### src/slsr_pkg.sv
// constants, types and timing helpers for the strap latch and soft reset block
// assumes a single 100 MHz clock domain
package slsr_pkg;

  // ----------------------------------------------------------------
  // widths
  // ----------------------------------------------------------------
  localparam int ADDR_W = 5;
  localparam int MODE_W = 8;
  localparam int CNT_W = 8;

  // ----------------------------------------------------------------
  // reset values
  // ----------------------------------------------------------------
  localparam logic [ADDR_W-1:0] ADDR_RST = 5'h00;
  localparam logic [MODE_W-1:0] MODE_RST = 8'h00;
  localparam logic [CNT_W-1:0] CNT_RST = 8'h00;

  // ----------------------------------------------------------------
  // timing
  // ----------------------------------------------------------------
  localparam int CLK_PERIOD_NS = 10;
  localparam int SW_RST_NS = 500;
  localparam int OE_DIS_NS = 1700;

  // least time, rounded up to whole cycles, never below one
  function automatic int slsr_ns_to_cyc(input int ns);
    int c;
    c = (ns + CLK_PERIOD_NS - 1) / CLK_PERIOD_NS;
    return (c < 1) ? 1 : c;
  endfunction

  localparam int SW_RST_CYC = slsr_ns_to_cyc(SW_RST_NS);
  localparam int OE_DIS_CYC = slsr_ns_to_cyc(OE_DIS_NS);
  localparam logic [CNT_W-1:0] SW_RST_LAST = CNT_W'(SW_RST_CYC - 1);
  localparam logic [CNT_W-1:0] OE_DIS_LAST = CNT_W'(OE_DIS_CYC - 1);

  // ----------------------------------------------------------------
  // sequencer states
  // ----------------------------------------------------------------
  typedef enum logic [1:0] {
    ST_RESET,
    ST_HOLD,
    ST_RUN
  } slsr_state_t;

endpackage

### src/slsr_strap_latch.sv
// reset sequencer, strap latch and low-power control of a 10/100 physical layer
// assumes the management logic and status sources share clk_in; pins are async
//
// Behaviour
// - On power-on or reset the five address straps are sampled and become the 5-bit address.
// - A management write of the control register upper byte with reset set starts a reset.
// - The internal soft reset stays asserted for 500 ns, then drops on the clock.
// - When the soft reset drops, all mode and address strap levels are captured.
// - Address pin drivers are off from reset start until 1700 ns after its assertion.
// - Only management frames naming the latched address are accepted.
// - Low-power input at 100 Mb/s powers down the 10 Mb/s and auto-negotiation sections.
`timescale 1ns/1ps
module slsr_strap_latch
  import slsr_pkg::*;
(
  input wire logic clk_in,
  input wire logic rstn_in,
  input wire logic [ADDR_W-1:0] address_strap_pins_in,
  output logic [ADDR_W-1:0] address_strap_pins_out,
  output logic [ADDR_W-1:0] address_strap_pins_oe_out,
  input wire logic [ADDR_W-1:0] status_drive_in,
  input wire logic [MODE_W-1:0] mode_strap_in,
  input wire logic ctrl_hi_wr_in,
  input wire logic ctrl_reset_bit_in,
  input wire logic [ADDR_W-1:0] mgmt_addr_in,
  input wire logic mgmt_addr_valid_in,
  output logic mgmt_sel_out,
  input wire logic low_power_in,
  input wire logic speed_100_in,
  output logic pwrdn_10_out,
  output logic pwrdn_an_out,
  output logic soft_reset_out,
  output logic [ADDR_W-1:0] phy_addr_out,
  output logic [MODE_W-1:0] mode_cfg_out
);

  // ----------------------------------------------------------------
  // state
  // ----------------------------------------------------------------
  typedef struct packed {
    slsr_state_t st;
    logic [CNT_W-1:0] cnt;
    logic soft_rst;
    logic [ADDR_W-1:0] pin_oe;
    logic [ADDR_W-1:0] pin_do;
    logic [ADDR_W-1:0] phy_addr;
    logic [MODE_W-1:0] mode_cfg;
    logic mgmt_sel;
    logic pwrdn_10;
    logic pwrdn_an;
  } slsr_regs_t;

  localparam slsr_regs_t REGS_RST = '{
    st: ST_RESET,
    cnt: CNT_RST,
    soft_rst: 1'b1,
    pin_oe: '0,
    pin_do: '0,
    phy_addr: ADDR_RST,
    mode_cfg: MODE_RST,
    mgmt_sel: 1'b0,
    pwrdn_10: 1'b0,
    pwrdn_an: 1'b0
  };

  slsr_regs_t q;
  slsr_regs_t d;

  logic [ADDR_W-1:0] addr_sync;
  logic [MODE_W-1:0] mode_sync;
  logic low_power_sync;
  logic sw_req;

  // ----------------------------------------------------------------
  // pin synchronisers
  // ----------------------------------------------------------------
  slsr_sync #(.W(ADDR_W)) u_addr_sync (
    .clk_in(clk_in),
    .rstn_in(rstn_in),
    .async_in(address_strap_pins_in),
    .sync_out(addr_sync)
  );

  slsr_sync #(.W(MODE_W)) u_mode_sync (
    .clk_in(clk_in),
    .rstn_in(rstn_in),
    .async_in(mode_strap_in),
    .sync_out(mode_sync)
  );

  slsr_sync #(.W(1)) u_lp_sync (
    .clk_in(clk_in),
    .rstn_in(rstn_in),
    .async_in(low_power_in),
    .sync_out(low_power_sync)
  );

  // upper-byte write with the reset bit set
  assign sw_req = ctrl_hi_wr_in && ctrl_reset_bit_in;

  // ----------------------------------------------------------------
  // next state
  // ----------------------------------------------------------------
  always_comb begin
    d = q;
    d.pin_do = status_drive_in;
    d.mgmt_sel = mgmt_addr_valid_in && !q.soft_rst && (mgmt_addr_in == q.phy_addr);
    d.pwrdn_10 = low_power_sync && speed_100_in;
    d.pwrdn_an = low_power_sync && speed_100_in;
    if (sw_req) begin
      // restart from any state, drivers off at once
      d.st = ST_RESET;
      d.cnt = CNT_RST;
      d.soft_rst = 1'b1;
      d.pin_oe = '0;
    end else begin
      case (q.st)
        ST_RESET: begin
          d.cnt = q.cnt + 1'b1;
          if (q.cnt == SW_RST_LAST) begin
            d.st = ST_HOLD;
            d.soft_rst = 1'b0;
            d.phy_addr = addr_sync;
            d.mode_cfg = mode_sync;
          end
        end
        ST_HOLD: begin
          d.cnt = q.cnt + 1'b1;
          if (q.cnt == OE_DIS_LAST) begin
            d.st = ST_RUN;
            d.pin_oe = '1;
          end
        end
        ST_RUN: begin
          d.cnt = CNT_RST;
        end
        default: begin
          d = REGS_RST;
        end
      endcase
    end
  end

  always_ff @(posedge clk_in or negedge rstn_in) begin
    if (!rstn_in) begin
      q <= REGS_RST;
    end else begin
      q <= d;
    end
  end

  // ----------------------------------------------------------------
  // outputs
  // ----------------------------------------------------------------
  assign address_strap_pins_out = q.pin_do;
  assign address_strap_pins_oe_out = q.pin_oe;
  assign mgmt_sel_out = q.mgmt_sel;
  assign pwrdn_10_out = q.pwrdn_10;
  assign pwrdn_an_out = q.pwrdn_an;
  assign soft_reset_out = q.soft_rst;
  assign phy_addr_out = q.phy_addr;
  assign mode_cfg_out = q.mode_cfg;
endmodule // slsr_strap_latch

### src/slsr_sync.sv
// two-flop synchroniser for pin inputs
// assumes the pins are asynchronous to clk_in
`timescale 1ns/1ps
module slsr_sync #(
  parameter int W = 1
) (
  input wire logic clk_in,
  input wire logic rstn_in,
  input wire logic [W-1:0] async_in,
  output logic [W-1:0] sync_out
);

  typedef struct packed {
    logic [W-1:0] meta;
    logic [W-1:0] stab;
  } slsr_sync_regs_t;

  slsr_sync_regs_t q;
  slsr_sync_regs_t d;

  // ----------------------------------------------------------------
  // next state
  // ----------------------------------------------------------------
  always_comb begin
    d = q;
    d.meta = async_in;
    d.stab = q.meta;
  end

  always_ff @(posedge clk_in or negedge rstn_in) begin
    if (!rstn_in) begin
      q <= '0;
    end else begin
      q <= d;
    end
  end

  assign sync_out = q.stab;

endmodule // slsr_sync

### config.mk
export PLATFORM = sky130hd
export DESIGN_NAME = slsr_strap_latch
export DESIGN_NICKNAME = d
export VERILOG_FILES = /design/src/slsr_pkg.sv /design/src/slsr_strap_latch.sv /design/src/slsr_sync.sv
export SDC_FILE = /design/constraint.sdc
export NUM_CORES = 1
export LEC_CHECK = 0
export ABC_AREA = 1
export ABC_CLOCK_PERIOD_IN_PS = 4240
export BUFFER_PORTS_ARGS = -buffer_cell sky130_fd_sc_hd__buf_2
export CAP_MARGIN = 25
export CORE_UTILIZATION = 57
export DETAILED_ROUTE_END_ITERATION = 16
export MAX_ROUTING_LAYER = met4
export PLACE_DENSITY = 0.85
export SLEW_MARGIN = 30
export SYNTH_ARGS = -nofsm -noshare
export SYNTH_HDL_FRONTEND = slang
export SYNTH_HIERARCHICAL = 1
export SYNTH_SLANG_ARGS = --single-unit
### constraint.sdc
create_clock -name clk_in -period 4.24 [get_ports clk_in]
set_input_delay 0.636 -clock clk_in [delete_from_list [all_inputs] [get_ports clk_in]]
set_output_delay 0.636 -clock clk_in [all_outputs]
set_load 0.005 [all_outputs]
==> impl_metrics.csv, run 1 <==
group,metric,value,unit
global_route,grt.busiest_layer,"met2",
finish,final_nets,311,
timing,finalSetupViolCount,0,
floorplan,die_y_extent,67.8,um
yosys,synthCells,233,
pwr,powerDensity,612,mW/mm^2
timing,hold_viol_final,0,
pwr,share_of_total_power_in_the_clock_network,0.325,
timing,period_minus_slack,1.60,ns
global_route,maximum_number_of_pins_on_one_net_before_global_route_repair,42,
status,outcome,"finished clean",
placement,dpl_cell_area,0.00261,mm^2
critical_path,worstPathArrival,1.78,ns
floorplan,die_width,67.8,um
worst_hold_path,worstHoldPathType,"in -> async",
floorplan,design.die.area,0.00459,mm^2
global_route,use_met2,0.324,
critical_path,worstPathMaxFanout,6,
yosys,register_area_share_after_synthesis,0.610,
finish,antenna_cells,0,
pwr,power_frac_comb,0.250,
yosys,ys_seq_elements,60,
job,max-cap-violations,0,
yosys,synthesis.area,0.00246,mm^2
global_route,first_pass_grt_wire_length,6280,um
yosys,post_synth_num_cell_types,22,
floorplan,pin_count,57,
critical_path,crit_path_cell_trace,"inv_1, ha_1, nand2_1, inv_1, nor2_1, nor3b_1",
placement,hpwlAfterDp,2790,um
global_route,grt_remaining_overflow,0,
pwr,totalPowerFinal,1.74,mW
detailed_routing,first_iter_violations,67,
detailed_routing,detail_route.vias_per_cell,4.74,
finish,fillCellCount,311,
critical_path,crit_path_max_incr_delay,0.41,ns
global_route,grt_util_met3,0.0659,
finish,design_area,0.00284,mm^2
finish,area.growth.synth_to_final,15.1,%
timing,worst_relative_slew_slack,0.672,
floorplan,num_rows,23,
critical_path,crit_type,"reg -> reg",
timing,setup_skew,0.00753,ns
placement,gp_congestion,0.819,
clock_tree,clk_latency,0.32,ns
detailed_routing,drt_pre_antenna_iters,4,
detailed_routing,ant_nets,0,
finish,drive_above_1_share,0.333,
global_route,vias_in_the_first_global_route,1461,
clock_tree,path_clk_slew,0.06,ns
yosys,synth_fp_nets,269,
timing,rsz_0062_raised_after_global_routing,"no",
clock_tree,cts.root.buffer_cell,"clkbuf_8",
yosys,postSynthAreaPerCell,10.6,um^2
critical_path,worst_path_most_repeated_cell,"inv_1",
pwr,seq_power_share,0.425,
global_route,groute.layer.met1.usage,0.231,
clock_tree,post_cts_resize_count,0,
pwr,power.net_switching,534,uW
critical_path,cp-end-kind,"flop",
floorplan,core_region_area,0.00409,mm^2
timing,timing.hold.ws,0.250,ns
timing,clock.fmax,0.623,GHz
yosys,ys.warnings.count,6,
detailed_routing,via_count,1559,
clock_tree,cts_buffers,9,
critical_path,crit_required,4.42,ns
timing,finalCritPeriodShare,0.378,
detailed_routing,avgRoutedWirePerCell,11.9,um
pwr,static-leakage-power,1.52,nW
pwr,internal_power,1.20,mW
global_route,grtUsageTotal,0.200,
critical_path,cp_slowest_cell,"dfrtp_1",
detailed_routing,drc,0,
pwr,peakVddDrop,0.400,mV
clock_tree,cts_tree,"done",
placement,buffer_ports.inserted,56,
clock_tree,cts_post_setup_buffers_inserted,0,
clock_tree,cts.hold.buffers_added,0,
global_route,antenna_violations_before_repair,0,
timing,worst-slew-pin-transition,0.492,ns
timing,finalMaxSlewViolations,0,
clock_tree,cts-root-to-sink-buffers,2,
timing,setup-tns-final,0,ns
detailed_routing,routed_wirelength,3930,um
pwr,power_switching_share,0.307,
critical_path,worstSetupStartpointType,"flop",
clock_tree,htree_levels,3,
clock_tree,tritoncts_sinks,60,
floorplan,initial_utilization,0.603,
-- state kept, by name, indices dropped and copies added (netlist names) --
register	flops
q	10
soft_reset_out	1
address_strap_pins_oe_out	1
u_lp_sync/sync_out	1
u_mode_sync/sync_out	8
phy_addr_out	5
u_lp_sync/d	1
mode_cfg_out	8
u_addr_sync/sync_out	5
mgmt_sel_out	1
address_strap_pins_out	5
pwrdn_10_out	1
u_addr_sync/d	5
u_mode_sync/d	8
-- worst paths after layout --
| kind | start | to | slack (ns) | cells past startpoint |
|---|---|---|---|---|
| min in group clk_in | u_mode_sync/d[4] | u_mode_sync/sync_out[4] | 0.34 | 0 |
| worst min-delay path | rstn_in | q[28] | 0.25 | 1 |
| worst max register to register | q[35] | q[32] | 2.64 | 6 |
| worst max-delay path | q[35] | q[32] | 2.64 | 6 |
| max in group asynchronous | rstn_in | soft_reset_out | 3.13 | 2 |
| worst min register to register | u_mode_sync/d[4] | u_mode_sync/sync_out[4] | 0.34 | 0 |
-- synthesized netlist by cell type --
master / number / area, um^2
nand2_2: 5 / 31.3
nand3_1: 10 / 50.1
o21ai_1: 1 / 5.00
o22ai_1: 2 / 12.5
nor3b_1: 3 / 22.5
nand2_4: 1 / 11.3
buf_4: 24 / 180
xnor2_1: 3 / 26.3
nor2_1: 20 / 75.1
ha_1: 6 / 75.1
o21ai_2: 9 / 78.8
a21oi_1: 4 / 20.0
nor2_2: 2 / 12.5
inv_2: 1 / 3.75
inv_1: 35 / 131
nor3_1: 1 / 5.00
nand2_1: 37 / 139
dfrtp_1: 59 / 1480
nand3_4: 2 / 35.0
dfstp_2: 1 / 26.3
o21ai_0: 5 / 25.0
buf_6: 2 / 22.5
-- metal layers --
| metal | vias to the layer above | wire length (um) |
|---|---|---|
| li1 | 769 | - |
| met1 | 720 | 1670 |
| met2 | 66 | 1960 |
| met3 | 4 | 239 |
| met4 | 0 | 58 |
| met5 | - | 0 |
-- cell families after synthesis --
group,Yosys count,share of synthesized area
buffers and inverters,62,0.137
AND/OR/NAND/NOR,81,0.155
adder cells (fa/ha/maj),6,0.0305
XOR/XNOR,3,0.0107
AO/OA/AOI/OAI,21,0.0574
flip-flops,60,0.610
-- power by group through the flow --
stage	logic [mW]	clock network, mW	registers, mW
finish	0.434	0.563	0.739
global route	0.498	0.601	0.749
CTS	0.440	0.573	0.738
detailed placement	0.438	0	0.748
global placement	0.420	0	0.744
floorplan	0.399	0	0.728
-- final cells by class --
type / instances / area [um^2] / share of cell area
repair buffers: 57 / 288 / 0.101
flip-flops and latches: 60 / 1500 / 0.530
inverters: 36 / 135 / 0.0476
multi-input cells: 111 / 624 / 0.220
clock inverters: 4 / 72.6 / 0.0256
well taps: 50 / 62.6 / 0.0221
clock buffers: 11 / 151 / 0.0534
-- critical path: cells and delay by family (launching register included) --
kind / cells / cell delay [ns]
adder cells (fa/ha/maj): 1 / 0.26
buffers and inverters: 2 / 0.20
flip-flops: 1 / 0.41
AND/OR/NAND/NOR: 3 / 0.59
-- through the flow --
| step | instances | setup slack [ns] | util |
|---|---|---|---|
| CTS | 329 | 2.61 | 0.694 |
| global placement | 314 | 2.59 | 0.639 |
| detailed placement | 314 | 2.50 | 0.639 |
| floorplan | 233 | 2.83 | - |
| global route | 329 | 2.51 | 0.694 |
| finish | 329 | 2.64 | 0.694 |
-- layout by cell type, fill, tap and decap left out, types with 6 or more instances in the layout --
| cell type | synthesis | layout |
|---|---|---|
| dfrtp_1 | 59 | 59 |
| o21ai_2 | 9 | 9 |
| buf_2 | 0 | 56 |
| nand2_1 | 37 | 37 |
| ha_1 | 6 | 6 |
| nand3_1 | 10 | 10 |
| nor2_1 | 20 | 20 |
| clkbuf_8 | 0 | 11 |
| inv_1 | 35 | 35 |
Note: power is estimated with default switching activity, not from simulation.
==> inputs of run 2 (changes only) <==
- ABC_CLOCK_PERIOD_IN_PS: 4240 -> 1600
- CORE_UTILIZATION: 57 -> 53
- PLACE_DENSITY: 0.85 -> 0.8
- clock period: 4.24 -> 1.6 ns (I/O delays scaled with it)
==> run 2 against run 1 <==
Effect of this change: critical path type unchanged; clock skew increased by 0.0010 ns; final cell count increased by 5.8%; register-to-register slack got worse by 2.6 ns; worst hold slack got worse by 0.23 ns; global-route usage decreased by 0.52 points; worst setup slack got worse by 2.6 ns; core utilization decreased by 1.2 points; first-iteration DRC count increased by 27%; sequential cell count unchanged; total power increased to 2.7 times the previous value; clock-buffer cell count unchanged.
==> impl_metrics.csv, run 2 (synthesis gave the netlist of run 1 again) <==
group,metric,value,unit
status,outcome,"finished clean",
placement,post-place-cells,318,
timing,setup_skew,0.00854,ns
clock_tree,clk_latency,0.33,ns
finish,largest_register_ff_count,10,
detailed_routing,drt_pre_antenna_iters,4,
finish,utilization,0.683,
timing,worst-slew-pin-transition,0.308,ns
critical_path,crit_type,"reg -> reg",
floorplan,core_region_area,0.00441,mm^2
clock_tree,cts_buffers,9,
finish,seqCellArea,0.00150,mm^2
worst_hold_path,worstHoldPathType,"in -> reg",
critical_path,worstPathArrival,1.78,ns
floorplan,die_y_extent,70.2,um
job,max-cap-violations,0,
pwr,totalPowerFinal,4.63,mW
pwr,powerDensity,1540,mW/mm^2
worst_hold_path,min_from,"address_strap_pins_in[3]",
clock_tree,htree_levels,3,
detailed_routing,drc,0,
global_route,maximum_number_of_pins_on_one_net_before_global_route_repair,61,
clock_tree,cts-root-to-sink-buffers,2,
finish,final_nets,328,
timing,hold_viol_final,0,
detailed_routing,first_iter_violations,85,
floorplan,initial_utilization,0.558,
clock_tree,cts.root.buffer_cell,"clkbuf_8",
critical_path,crit_required,1.84,ns
global_route,vias_in_the_first_global_route,1614,
floorplan,num_rows,24,
clock_tree,cts_tree,"done",
timing,finalCritPeriodShare,0.964,
critical_path,r2r-start,"q[35]",
placement,hpwlAfterDp,2730,um
timing,clock.fmax,0.648,GHz
floorplan,die_width,70.2,um
timing,finalSetupViolCount,0,
clock_tree,path_clk_slew,0.07,ns
global_route,antenna_violations_before_repair,0,
placement,buffer_ports.inserted,56,
timing,finalMaxSlewViolations,0,
pwr,static-leakage-power,1.57,nW
floorplan,design.die.area,0.00493,mm^2
finish,antenna_cells,0,
timing,worst_relative_slew_slack,0.795,
critical_path,cp-end-kind,"flop",
global_route,first_pass_grt_wire_length,6980,um
finish,area_taken_by_multi_input_logic_gates,667,um^2
detailed_routing,ant_nets,0,
critical_path,setup.worst_path.start,"q[35]",
global_route,grtUsageTotal,0.195,
finish,fillCellCount,322,
finish,post_layout_nonfiller_instances,348,
detailed_routing,via_count,1659,
finish,mostFrequentLayoutCells,"dfrtp_1, buf_2, nand2_1, inv_1, nor2_1",
finish,registers.top_by_ff_count,"q",
critical_path,worstPathMaxFanout,6,
timing,period_minus_slack,1.54,ns
global_route,grt_remaining_overflow,0,
finish,most_common_cell_after_layout_fill_and_taps_aside,"dfrtp_1",
floorplan,pin_count,57,
pwr,peakVddDrop,0.782,mV
detailed_routing,routed_wirelength,4340,um
clock_tree,tritoncts_sinks,60,
finish,area.growth.synth_to_final,22.2,%
finish,drive_above_1_share,0.338,
detailed_routing,avgRoutedWirePerCell,12.5,um
placement,gp_congestion,0.827,
critical_path,worstSetupStartpointType,"flop",
detailed_routing,detail_route.vias_per_cell,4.77,
==> run 2: cell types whose count changed in the layout (fill, tap and decap cells not counted), moves of 2 or more <==
cell / change
nand3_4: +2
inv_1: -2
dlygate4sd3_1: +13
o21ai_1: +2
clkinvlp_4: +2
o21ai_0: -2
==> run 2: cell type report <==
cell class	instances	share of cell area
Sequential cell	60	0.499
Inverter	36	0.0469
Clock buffer	11	0.0469
Timing Repair Buffer	72	0.148
Multi-Input combinational cell	113	0.221
Clock inverter	4	0.0166
Tap cell	52	0.0216
==> run 2: power by group <==
group          internal [mW]  switching [mW]  leakage (nW)
clock                  0.750           0.558        0.0914
combinational          0.564           0.818         0.739
sequential              1.77           0.172         0.740
==> run 2: repair_timing <==
item / in CTS / in global routing
buffers inserted: 0 / 0
hold buffers: 11 / 2
endpoints found under the hold margin: 69 / 2
gates resized for setup: 0 / 9
endpoints found under the setup margin: 0 / 17
==> run 2: through the flow <==
| step | setup WS (ns) | setup TNS, ns | cell area [um^2] | hold slack (ns) |
|---|---|---|---|---|
| after floorplan | 0.249 | 0 | 2460 | -0.0556 |
| after global placement | 0.119 | 0 | 2640 | 0.262 |
| after detailed placement | 0.0285 | 0 | 2640 | 0.268 |
| after CTS | 0.0111 | 0 | 2940 | 0.000756 |
| after global routing | -0.0451 | -0.0955 | 3010 | 0.00229 |
| final | 0.0574 | 0 | 3010 | 0.0188 |
==> run 2: final timing paths <==
check	slack [ns]	end	cells past startpoint
worst max-delay path	0.06	q[30]	7
worst min-delay path	0.02	u_addr_sync/d[3]	1
worst max register to register	0.06	q[30]	7
worst min register to register	0.35	u_mode_sync/sync_out[1]	0
max in group asynchronous	0.87	soft_reset_out	3
min in group asynchronous	0.45	address_strap_pins_out[1]	3
==> run 2: worst max-delay path, cell delays in order, from the launching register on <==
cell and delay (ns):
dfrtp_1 0.42, inv_1 0.11, ha_2 0.22, nand2_1 0.15, inv_4 0.15, nor2_1 0.06
buf_4 0.15, nor3b_1 0.19
==> run 2: per-layer routing <==
layer  vias up  share of wire  GRT usage
li1        812              -          -
met1       772           0.42      0.225
met2        63           0.49      0.302
met3        12          0.065     0.0707
met5         -              0          -
met4         0          0.024     0.0933
